`config.mk`:
```
export PLATFORM = sky130hd
export DESIGN_NAME = gcim_input_mux
export DESIGN_NICKNAME = d
export VERILOG_FILES = /design/src/gcim_pkg.sv /design/src/gcim_pot_if.sv /design/src/gcim_pot_mem.sv /design/src/gcim_input_mux.sv
export VERILOG_INCLUDE_DIRS = /design/src
export SDC_FILE = /design/constraint.sdc
export NUM_CORES = 1
export LEC_CHECK = 0
export BUFFER_PORTS_ARGS = -buffer_cell sky130_fd_sc_hd__clkbuf_2
export CAP_MARGIN = 5
export CORE_MARGIN = 1.5
export CORE_UTILIZATION = 40
export CTS_CLUSTER_DIAMETER = 150
export DETAILED_ROUTE_END_ITERATION = 10
export GPL_TIMING_DRIVEN = 0
export PLACE_DENSITY_LB_ADDON = 0.08
export SETUP_SLACK_MARGIN = 0.5
export SYNTH_ARGS = -nofsm -noshare
export SYNTH_HDL_FRONTEND = slang
export SYNTH_HIERARCHICAL = 1
export SYNTH_SLANG_ARGS = --single-unit
```
`constraint.sdc`:
```
create_clock -name pclk -period 2.68 [get_ports pclk]
set_input_delay 0.804 -clock pclk [delete_from_list [all_inputs] [get_ports pclk]]
set_output_delay 0.804 -clock pclk [all_outputs]
set_load 0.02 [all_outputs]
```
`src/gcim_defines.svh`:
```
`ifndef GCIM_DEFINES_SVH
`define GCIM_DEFINES_SVH

// ****************************************
// Register indices (byte address = index * 4)
// ****************************************
`define GCIM_IDX_TRIG0 16'hD010
`define GCIM_IDX_TRIG3 16'hD013
`define GCIM_IDX_CONSOLE_SW 16'hD01F
`define GCIM_IDX_POT0 16'hD200
`define GCIM_IDX_POT7 16'hD207
`define GCIM_IDX_KEY_CODE 16'hD209
`define GCIM_IDX_INT_STATUS 16'hD20E
`define GCIM_IDX_SER_KEY 16'hD20F

// ****************************************
// Field positions
// ****************************************
`define GCIM_CSW_SEL_LO 0
`define GCIM_CSW_POT_PWR 2
`define GCIM_SKC_DEBOUNCE 0
`define GCIM_SKS_KEY_DOWN 2
`define GCIM_SKS_SHIFT 3
`define GCIM_INT_KEY 6
`define GCIM_INT_BREAK 7

// ****************************************
// Reset values and limits
// ****************************************
`define GCIM_CSW_RESET 8'h00
`define GCIM_SKC_RESET 8'h00
`define GCIM_SKS_IDLE 8'hFF
`define GCIM_POT_MAX 8'hE4
`define GCIM_SCAN_LAST 6'h3F

// ****************************************
// Timing
// ****************************************
`define GCIM_CLK_MHZ 100
`define GCIM_LINE_NS 64000
`define GCIM_LINE_CYCLES ((`GCIM_LINE_NS * `GCIM_CLK_MHZ) / 1000)

`endif

```
`src/gcim_pkg.sv`:
```
`default_nettype none
package gcim_pkg;
  typedef logic [31:0] gcim_word_t;
  typedef logic [17:0] gcim_addr_t;
  typedef logic [14:0] gcim_keys_t;
  typedef logic [2:0] gcim_pot_idx_t;
  typedef enum logic [0:0] {KB_SCAN, KB_HOLD} gcim_kb_state_e;
endpackage
`default_nettype wire

```
`src/gcim_pot_if.sv`:
```
`timescale 1ns/100ps
`default_nettype none
interface gcim_pot_if;
  logic we;
  logic [2:0] waddr;
  logic [7:0] wdata;
  logic [2:0] raddr;
  logic [7:0] rdata;
  modport client (output we, output waddr, output wdata, output raddr, input rdata);
  modport store (input we, input waddr, input wdata, input raddr, output rdata);
endinterface
`default_nettype wire

```
`src/gcim_pot_mem.sv`:
```
`timescale 1ns/100ps
`default_nettype none
`include "gcim_defines.svh"
module gcim_pot_mem (
  input wire logic clk,
  input wire logic rst_n,
  gcim_pot_if.store port
);
  import gcim_pkg::*;

  logic [7:0] mem_q [8];
  logic [7:0] rdata_q;

  // Entries start at full count, as with the sticks unpowered
  always_ff @(posedge clk or negedge rst_n) begin
    if (!rst_n) begin
      for (int i = 0; i < 8; i++) begin
        mem_q[i] <= `GCIM_POT_MAX;
      end
    end else if (port.we) begin
      mem_q[port.waddr] <= port.wdata;
    end
  end

  always_ff @(posedge clk or negedge rst_n) begin
    if (!rst_n) begin
      rdata_q <= `GCIM_POT_MAX;
    end else begin
      rdata_q <= mem_q[port.raddr];
    end
  end

  assign port.rdata = rdata_q;
endmodule
`default_nettype wire

```
`src/gcim_input_mux.sv`:
```
`timescale 1ns/100ps
`default_nettype none
`include "gcim_defines.svh"
// Overview of operation
// - Select field picks one keypad and top button
// - Bottom buttons and sticks bypass the select
// - Even counters horizontal, odd counters vertical
// - Stick power off: counters read 228
// - Console switch lines are outputs only
// - Keypad keys map to fixed four-bit codes
// - Unused scan code bits make every key match four codes
// - Debounce on: presses are never reported
// - Debounce off: held key reported every 32 lines
// - Debounce re-enabled quickly: wait for release
// - Bottom button drives its own trigger input
// - Top button acts as shift, break interrupt
module gcim_input_mux #(
  parameter int LINE_CYCLES = `GCIM_LINE_CYCLES
) (
  input wire logic pclk,
  input wire logic presetn,
  input wire logic psel,
  input wire logic penable,
  input wire logic pwrite,
  input wire gcim_pkg::gcim_addr_t paddr,
  input wire gcim_pkg::gcim_word_t pwdata,
  output gcim_pkg::gcim_word_t prdata,
  output logic pready,
  output logic pslverr,
  input wire logic [59:0] keypad_n,
  input wire logic [3:0] top_btn_n,
  input wire logic [3:0] bottom_btn_n,
  input wire logic [7:0] pot_cmp,
  output logic [3:0] console_sw
);
  import gcim_pkg::*;

  // ****************************************
  // Decoders
  // ****************************************
  function automatic logic in_range(input logic [15:0] idx, input logic [15:0] lo, input logic [15:0] hi);
    in_range = (idx >= lo) && (idx <= hi);
  endfunction

  // Key slot k carries code 15-k; code 0000 is no key
  function automatic gcim_keys_t key_mask(input logic [3:0] code);
    gcim_keys_t m;
    m = '0;
    for (int k = 0; k < 15; k++) begin
      if (code == 4'(15 - k)) begin
        m[k] = 1'b1;
      end
    end
    key_mask = m;
  endfunction

  // ****************************************
  // Pin synchronisers
  // ****************************************
  localparam logic [75:0] SYNC_IDLE = {8'h00, {68{1'b1}}};
  logic [75:0] sync_raw, sync1_q, sync2_q, sync3_q, pin_q;

  assign sync_raw = {pot_cmp, bottom_btn_n, top_btn_n, keypad_n};

  // A change is taken only once the last two stages agree
  always_ff @(posedge pclk or negedge presetn) begin
    if (!presetn) begin
      sync1_q <= SYNC_IDLE;
      sync2_q <= SYNC_IDLE;
      sync3_q <= SYNC_IDLE;
      pin_q <= SYNC_IDLE;
    end else begin
      sync1_q <= sync_raw;
      sync2_q <= sync1_q;
      sync3_q <= sync2_q;
      pin_q <= (sync2_q & sync3_q) | (pin_q & (sync2_q ^ sync3_q));
    end
  end

  logic [59:0] keys_down;
  logic [3:0] top_down, bottom_level_n;
  logic [7:0] pot_reached;
  assign keys_down = ~pin_q[59:0];
  assign top_down = ~pin_q[63:60];
  assign bottom_level_n = pin_q[67:64];
  assign pot_reached = pin_q[75:68];

  // ****************************************
  // Registers held by software
  // ****************************************
  logic [7:0] csw_q, skc_q;
  logic pot_pwr, debounce;
  logic [3:0] sel_en;

  assign pot_pwr = csw_q[`GCIM_CSW_POT_PWR];
  assign debounce = skc_q[`GCIM_SKC_DEBOUNCE];
  assign sel_en = 4'b0001 << csw_q[`GCIM_CSW_SEL_LO +: 2];
  assign console_sw = csw_q[3:0];

  // ****************************************
  // Controller multiplexer
  // ****************************************
  gcim_keys_t key_acc [5];
  logic [4:0] top_acc;
  assign key_acc[0] = '0;
  assign top_acc[0] = 1'b0;

  // Unselected slots are forced to zero before the merge
  for (genvar g = 0; g < 4; g++) begin : gen_slot
    assign key_acc[g + 1] = key_acc[g] | (sel_en[g] ? keys_down[g * 15 +: 15] : '0);
    assign top_acc[g + 1] = top_acc[g] | (sel_en[g] & top_down[g]);
  end

  gcim_keys_t sel_keys;
  logic top_sel;
  assign sel_keys = key_acc[4];
  assign top_sel = top_acc[4];

  // ****************************************
  // Scan line timing
  // ****************************************
  logic [15:0] line_cnt_q;
  logic line_tick;
  logic [5:0] scan_q;

  assign line_tick = (line_cnt_q == 16'(LINE_CYCLES - 1));

  always_ff @(posedge pclk or negedge presetn) begin
    if (!presetn) begin
      line_cnt_q <= '0;
      scan_q <= '0;
    end else if (line_tick) begin
      line_cnt_q <= '0;
      scan_q <= scan_q + 6'h01;
    end else begin
      line_cnt_q <= line_cnt_q + 16'h0001;
    end
  end

  // ****************************************
  // Keyboard scan
  // ****************************************
  gcim_kb_state_e kb_state_q;
  logic prev_hit_q, scan_any_q, recent_q, key_down_q;
  logic key_hit, report, enter_hold, scan_end, scan_clean;
  logic [7:0] key_code_q;

  // Bits 0 and 5 of the scan code take no part, so a key matches four codes
  assign key_hit = |(sel_keys & key_mask(scan_q[4:1]));
  assign scan_end = line_tick && (scan_q == `GCIM_SCAN_LAST);
  assign scan_clean = !scan_any_q && !key_hit;
  // A hit right after a miss is reported; the twin match lands 32 lines on
  assign report = line_tick && key_hit && !prev_hit_q && !debounce && (kb_state_q == KB_SCAN);
  assign enter_hold = (kb_state_q == KB_SCAN) && debounce && recent_q;

  always_ff @(posedge pclk or negedge presetn) begin
    if (!presetn) begin
      kb_state_q <= KB_SCAN;
    end else begin
      case (kb_state_q)
        KB_SCAN: begin
          if (enter_hold) begin
            kb_state_q <= KB_HOLD;
          end
        end
        KB_HOLD: begin
          // Leave only after a whole scan without the key
          if (scan_end && scan_clean) begin
            kb_state_q <= KB_SCAN;
          end
        end
        default: begin
          kb_state_q <= KB_SCAN;
        end
      endcase
    end
  end

  always_ff @(posedge pclk or negedge presetn) begin
    if (!presetn) begin
      prev_hit_q <= 1'b0;
      scan_any_q <= 1'b0;
    end else if (line_tick) begin
      prev_hit_q <= key_hit;
      scan_any_q <= scan_end ? 1'b0 : (scan_any_q | key_hit);
    end
  end

  // Window for re-enabling debounce closes at the next line
  always_ff @(posedge pclk or negedge presetn) begin
    if (!presetn) begin
      recent_q <= 1'b0;
    end else if (report) begin
      recent_q <= 1'b1;
    end else if (line_tick) begin
      recent_q <= 1'b0;
    end
  end

  always_ff @(posedge pclk or negedge presetn) begin
    if (!presetn) begin
      key_down_q <= 1'b0;
    end else if (report) begin
      key_down_q <= 1'b1;
    end else if (scan_end && scan_clean) begin
      key_down_q <= 1'b0;
    end
  end

  always_ff @(posedge pclk or negedge presetn) begin
    if (!presetn) begin
      key_code_q <= '0;
    end else if (report) begin
      key_code_q <= {top_sel, top_sel, scan_q};
    end
  end

  // ****************************************
  // Interrupt status flags
  // ****************************************
  logic top_prev_q, int_key_q, int_brk_q;
  logic break_rise, clr_key, clr_brk;

  assign break_rise = top_sel && !top_prev_q;

  // Set beats a clear arriving in the same cycle
  always_ff @(posedge pclk or negedge presetn) begin
    if (!presetn) begin
      top_prev_q <= 1'b0;
      int_key_q <= 1'b0;
      int_brk_q <= 1'b0;
    end else begin
      top_prev_q <= top_sel;
      int_key_q <= report | (int_key_q & !clr_key);
      int_brk_q <= break_rise | (int_brk_q & !clr_brk);
    end
  end

  // ****************************************
  // Potentiometer counters
  // ****************************************
  logic [7:0] pot_line_q;
  logic dump_q, frame_end, dump_done;
  gcim_pot_idx_t dump_idx_q;
  logic [63:0] pot_cnt;

  assign frame_end = line_tick && (pot_line_q == `GCIM_POT_MAX);
  assign dump_done = dump_q && (dump_idx_q == 3'h7);

  // Even slots carry horizontal axes, odd slots vertical; wiring keeps the pairing
  for (genvar p = 0; p < 8; p++) begin : gen_pot
    logic [7:0] cnt_q;
    logic stop;
    // Without stick power the comparator is ignored and the count runs to full
    assign stop = pot_pwr && pot_reached[p];
    always_ff @(posedge pclk or negedge presetn) begin
      if (!presetn) begin
        cnt_q <= '0;
      end else if (dump_done) begin
        cnt_q <= '0;
      end else if (line_tick && !stop && (cnt_q < `GCIM_POT_MAX)) begin
        cnt_q <= cnt_q + 8'h01;
      end
    end
    assign pot_cnt[p * 8 +: 8] = cnt_q;
  end

  // Counters are copied into the store one per cycle after each frame
  always_ff @(posedge pclk or negedge presetn) begin
    if (!presetn) begin
      pot_line_q <= '0;
      dump_q <= 1'b0;
      dump_idx_q <= '0;
    end else begin
      if (frame_end) begin
        pot_line_q <= '0;
      end else if (line_tick) begin
        pot_line_q <= pot_line_q + 8'h01;
      end
      if (frame_end) begin
        dump_q <= 1'b1;
      end else if (dump_done) begin
        dump_q <= 1'b0;
      end
      dump_idx_q <= dump_q ? dump_idx_q + 3'h1 : 3'h0;
    end
  end

  gcim_pot_if pot_bus ();
  assign pot_bus.we = dump_q;
  assign pot_bus.waddr = dump_idx_q;
  assign pot_bus.wdata = pot_cnt[dump_idx_q * 8 +: 8];
  assign pot_bus.raddr = paddr[4:2];

  gcim_pot_mem u_pot_mem (
    .clk(pclk),
    .rst_n(presetn),
    .port(pot_bus.store)
  );

  // ****************************************
  // APB slave
  // ****************************************
  logic [15:0] idx;
  logic aligned, mapped, phase_q, wr_fire;
  logic hit_trig, hit_csw, hit_pot, hit_kcode, hit_int, hit_ser;
  logic [7:0] serial_key_status, rd_byte;
  gcim_word_t prdata_q;

  assign idx = paddr[17:2];
  assign aligned = (paddr[1:0] == 2'b00);
  assign hit_trig = aligned && in_range(idx, `GCIM_IDX_TRIG0, `GCIM_IDX_TRIG3);
  assign hit_csw = aligned && in_range(idx, `GCIM_IDX_CONSOLE_SW, `GCIM_IDX_CONSOLE_SW);
  assign hit_pot = aligned && in_range(idx, `GCIM_IDX_POT0, `GCIM_IDX_POT7);
  assign hit_kcode = aligned && in_range(idx, `GCIM_IDX_KEY_CODE, `GCIM_IDX_KEY_CODE);
  assign hit_int = aligned && in_range(idx, `GCIM_IDX_INT_STATUS, `GCIM_IDX_INT_STATUS);
  assign hit_ser = aligned && in_range(idx, `GCIM_IDX_SER_KEY, `GCIM_IDX_SER_KEY);
  assign mapped = hit_trig | hit_csw | hit_pot | hit_kcode | hit_int | hit_ser;

  // One wait state gives the pot store time to present its registered word
  assign pready = psel && penable && phase_q;
  assign pslverr = pready && !mapped;
  assign wr_fire = pready && pwrite && mapped;
  assign clr_key = wr_fire && hit_int && pwdata[`GCIM_INT_KEY];
  assign clr_brk = wr_fire && hit_int && pwdata[`GCIM_INT_BREAK];

  // Status bits read low while active
  assign serial_key_status = `GCIM_SKS_IDLE & ~(8'(key_down_q) << `GCIM_SKS_KEY_DOWN) & ~(8'(top_sel) << `GCIM_SKS_SHIFT);

  assign rd_byte = hit_trig ? {7'h00, bottom_level_n[idx[1:0]]} :
                   hit_csw ? csw_q :
                   hit_pot ? (pot_pwr ? pot_bus.rdata : `GCIM_POT_MAX) :
                   hit_kcode ? key_code_q :
                   hit_int ? {int_brk_q, int_key_q, 6'h00} :
                   hit_ser ? serial_key_status : 8'h00;

  always_ff @(posedge pclk or negedge presetn) begin
    if (!presetn) begin
      phase_q <= 1'b0;
      prdata_q <= '0;
    end else begin
      phase_q <= psel && penable && !phase_q;
      if (psel && penable && !phase_q) begin
        prdata_q <= {24'h000000, rd_byte};
      end
    end
  end

  assign prdata = prdata_q;

  // Writes to read-only words are dropped
  always_ff @(posedge pclk or negedge presetn) begin
    if (!presetn) begin
      csw_q <= `GCIM_CSW_RESET;
      skc_q <= `GCIM_SKC_RESET;
    end else begin
      if (wr_fire && hit_csw) begin
        csw_q <= pwdata[7:0];
      end
      if (wr_fire && hit_ser) begin
        skc_q <= pwdata[7:0];
      end
    end
  end
endmodule
`default_nettype wire

```
==> results.md <==
* Worst reg-to-reg setup slack at 350 ps
* Classification of the worst-slack hold path: input pin to register
* Final hold vios at 0
* Crit path launch: paddr[5]
* Synth top area share at 39.4%
* DR vias/cell at 4.92
* Final core utilization at 50.4%
* Hold EP: sync1_q[26]$_DFF_PN1_
* Register-to-Register Path Depth at 8
* Status: completed
* Power, Total at 17.1 mW
* Nets@finish at 1871
* Drt wl/cell at 17.8 µm
* Area Overhead vs Synth at 23.7%
* Number of global-route vias before repair at 12.3k
* Multi-input gate area at 0.00758 mm²
* CTS tree: done
* Leak Pwr at 11.6 nW
* Register area at 0.0131 mm²
* Largest area contributor in the netlist: dfstp_2
* Count leader, synth: dfstp_2
* Maximum root-to-sink buffer count at 3
* Period utilization at 96.8%
* DIE AREA at 0.0527 mm²
* I/O Buffers at 119
* Drt pass-1 iters at 6
* Hold depth at 1
* Post-synth EDFFs at 0
* Final wirelength at 42.3 mm
* Die height at 230 µm
* Synth cell types at 71
* DRC viols at 0
* Ports at 169
* Final count of negative-setup-slack endpoints at 0
* Share of cells above drive strength 1 at 49.8%
* CP Launch Type: input pin
* Top Usage Layer GRT: met2
* Synth Instances at 1398
* Unrepaired setup endpoints after global routing: true
* Die width at 230 µm
* Slew Viols, Final at 0
* # H-tree levels at 2
* Area contributors post-synth: dfstp_2 39%, dfrtp_1 24%, ha_1 5.5%, mux2_2 5.3%, a21o_1 2.9%
* Pwr Density at 675 mW/mm²
* Slew @ Worst Pin at 794 ps
* Post-layout instance area at 0.0254 mm²
* CP required at 1880 ps
* Setup crit end kind: output port
* Final GP Congestion at 0.794
* M2 GR Usage at 27.3%
* Global Route met3 Usage at 2.45%
* Number of fill cells at 4384
* Total Routing Usage GR at 16.6%
* CTS Buf Count at 55
* Clk_skew at 12.6 ps
* Sequential element share of the synthesized area at 63.7%
* Met1 Use GR at 22.7%
* #FFs+latches synth at 507
* Diode count at 0
* Finished Layout Cells at 2369
* Top post-synthesis cells by count: 308 x dfstp_2, 199 x dfrtp_1, 96 x mux2_2, 91 x nor2_1, 90 x ha_1
* Reg2Reg Capture Point: key_code_q[6]$_DFFE_PN0P_
* Top FF cell, synth: dfstp_2
* Maximum clock frequency at 385 MHz
* Worst Path Arrival at 1790 ps
* Syn Std Cell Area at 0.0205 mm²
* DPL Wire Length at 27.9 mm
* Grt total ovfl at 0
* Core area at 0.0504 mm²
* Clock sink count at 507
* WS Path Type: input pin to output port
* Max IR drop VDD at 0.506 mV
* Post-synth ARST share at 100%
* Slew headroom at 47.1%
* Initial antenna violation count at 0
* Syn avg cell area at 14.7 µm²
* Crit-path max FO at 2
* Vias post-DR at 11.7k
* Clk root buf: clkbuf_16
* Detail Route Antenna Nets at 0
* First-pass GRT wire length at 69.0 mm
* Yosys warning count at 6
* DP Area at 0.0223 mm²
* CTS clk-pin slew, worst paths at 60 ps
* Initial core utilization at 40.8%
* Largest net degree at the start of global routing at 122
* Hold_sp: keypad_n[26]
* Worst R2R Start: line_cnt_q[4]$_DFF_PN0_
* Skew-Pair Late Insertion Delay at 600 ps
* Post-layout min period at 2590 ps
* Row cnt at 82
* DRT iter0 DRCs at 646
* Placed insts at 2216
* Maxcap violations at 0
## metrics by stage
stage                TNS, ps  setup slack, ps  hold WS (ps)
global route           -2.26            -2.26           245
global placement    -4229470           -10640           335
finish                     0             85.0           284
floorplan                  0              295           331
CTS                        0             84.1           231
detailed placement     -6000             -555           335
## flip-flops by register name, summed over array words and instances, names as in the netlist, 3 cells and up
name                  count
pin_q                    76
csw_q                     8
gen_pot.cnt_q            64
sync2_q                  76
line_cnt_q               16
pot_line_q                8
dump_idx_q                3
prdata                    8
u_pot_mem/mem_q          64
scan_q                    6
sync1_q                  76
u_pot_mem/port.rdata      8
sync3_q                  76
key_code_q                7
## worst max-delay path by stage
stage,end,slack [ps],cells after the start
2_1_floorplan,pslverr,290,6
3_3_place_gp,u_pot_mem/mem_q[49]$_DFFE_PN0P_,-10640,1
3_5_place_dp,key_code_q[6]$_DFFE_PN0P_,-560,7
4_1_cts,pslverr,80,8
5_1_grt,pslverr,-2,8
6_report,pslverr,90,8
## cell usage in the layout (no fill, tap or decap), types with 6 or more instances in the layout
cell and count:
a2111oi_4 7, a21o_1 80, a21oi_1 13, a22oi_1 7
and2_1 27, buf_12 10, buf_2 8, buf_4 55
buf_6 19, bufinv_16 7, clkbuf_1 22, clkbuf_16 62
clkbuf_2 117, clkbuf_8 18, clkinv_2 10, conb_1 24
dfrtp_1 196, dfstp_2 308, ha_1 89, inv_1 8
mux2_2 86, mux2_4 10, mux2i_1 28, mux4_1 15
mux4_2 21, nand2_1 54, nand2_2 8, nand2b_1 6
nand3_1 12, nand3_2 12, nand4_1 27, nor2_1 88
nor3_1 12, nor3b_1 9, o21a_1 6, o21ai_0 11
xnor2_1 14, xnor2_2 9, xor2_1 42
## what timing repair did
| action | in CTS | in global routing |
|---|---|---|
| pin swaps | 28 | 45 |
| gates resized for setup | 86 | 79 |
| cloned | 1 | 0 |
| buffers inserted | 33 | 15 |
| hold buffers | 0 | 0 |
| setup endpoints to repair | 173 | 131 |
## layout make-up
| cell class | instances | area share (%) |
|---|---|---|
| Tap cell | 672 | 3.31 |
| Buffer | 72 | 2.33 |
| Inverter | 8 | 0.118 |
| Clock inverter | 21 | 1.19 |
| Clock buffer | 83 | 6.64 |
| Timing Repair Buffer | 172 | 5.06 |
| Multi-Input combinational cell | 834 | 29.9 |
| Sequential cell | 507 | 51.5 |
## power breakdown
group | internal (mW) | switching, mW | total, mW | leakage (nW)
sequential | 8.19 | 0.163 | 8.35 | 5.91
clock | 5.02 | 3.08 | 8.10 | 0.985
combinational | 0.311 | 0.390 | 0.701 | 4.71
total | 13.5 | 3.63 | 17.1 | 11.6
## routing by layer
| layer | vias up | wire (µm) |
|---|---|---|
| li1 | 5472 | - |
| met1 | 5961 | 19100 |
| met2 | 162 | 20700 |
| met3 | 67 | 1420 |
| met4 | 0 | 1000 |
| met5 | - | 0 |
## cells by family (layout without fill, tap and decap cells)
group | count (synthesis) | count (layout) | synth area share (%)
and+or+nand+nor | 316 | 316 | 7.96
DFF | 507 | 507 | 63.7
buffers and inverters | 80 | 356 | 2.25
adders and majority gates | 90 | 90 | 5.48
muxes | 165 | 165 | 11.1
other | 1 | 24 | 0.0183
AOI/OAI and AO/OA | 174 | 174 | 6.75
xor gates and xnor gates | 65 | 65 | 2.77
## critical path: stages
cell and delay, ps:
clkbuf_8 110, clkbuf_8 130, nor2_2 60, nand2_1 50
a211o_1 250, o211ai_1 130, a21boi_2 90, clkbuf_8 150
Note: power is estimated with default switching activity, not from simulation.
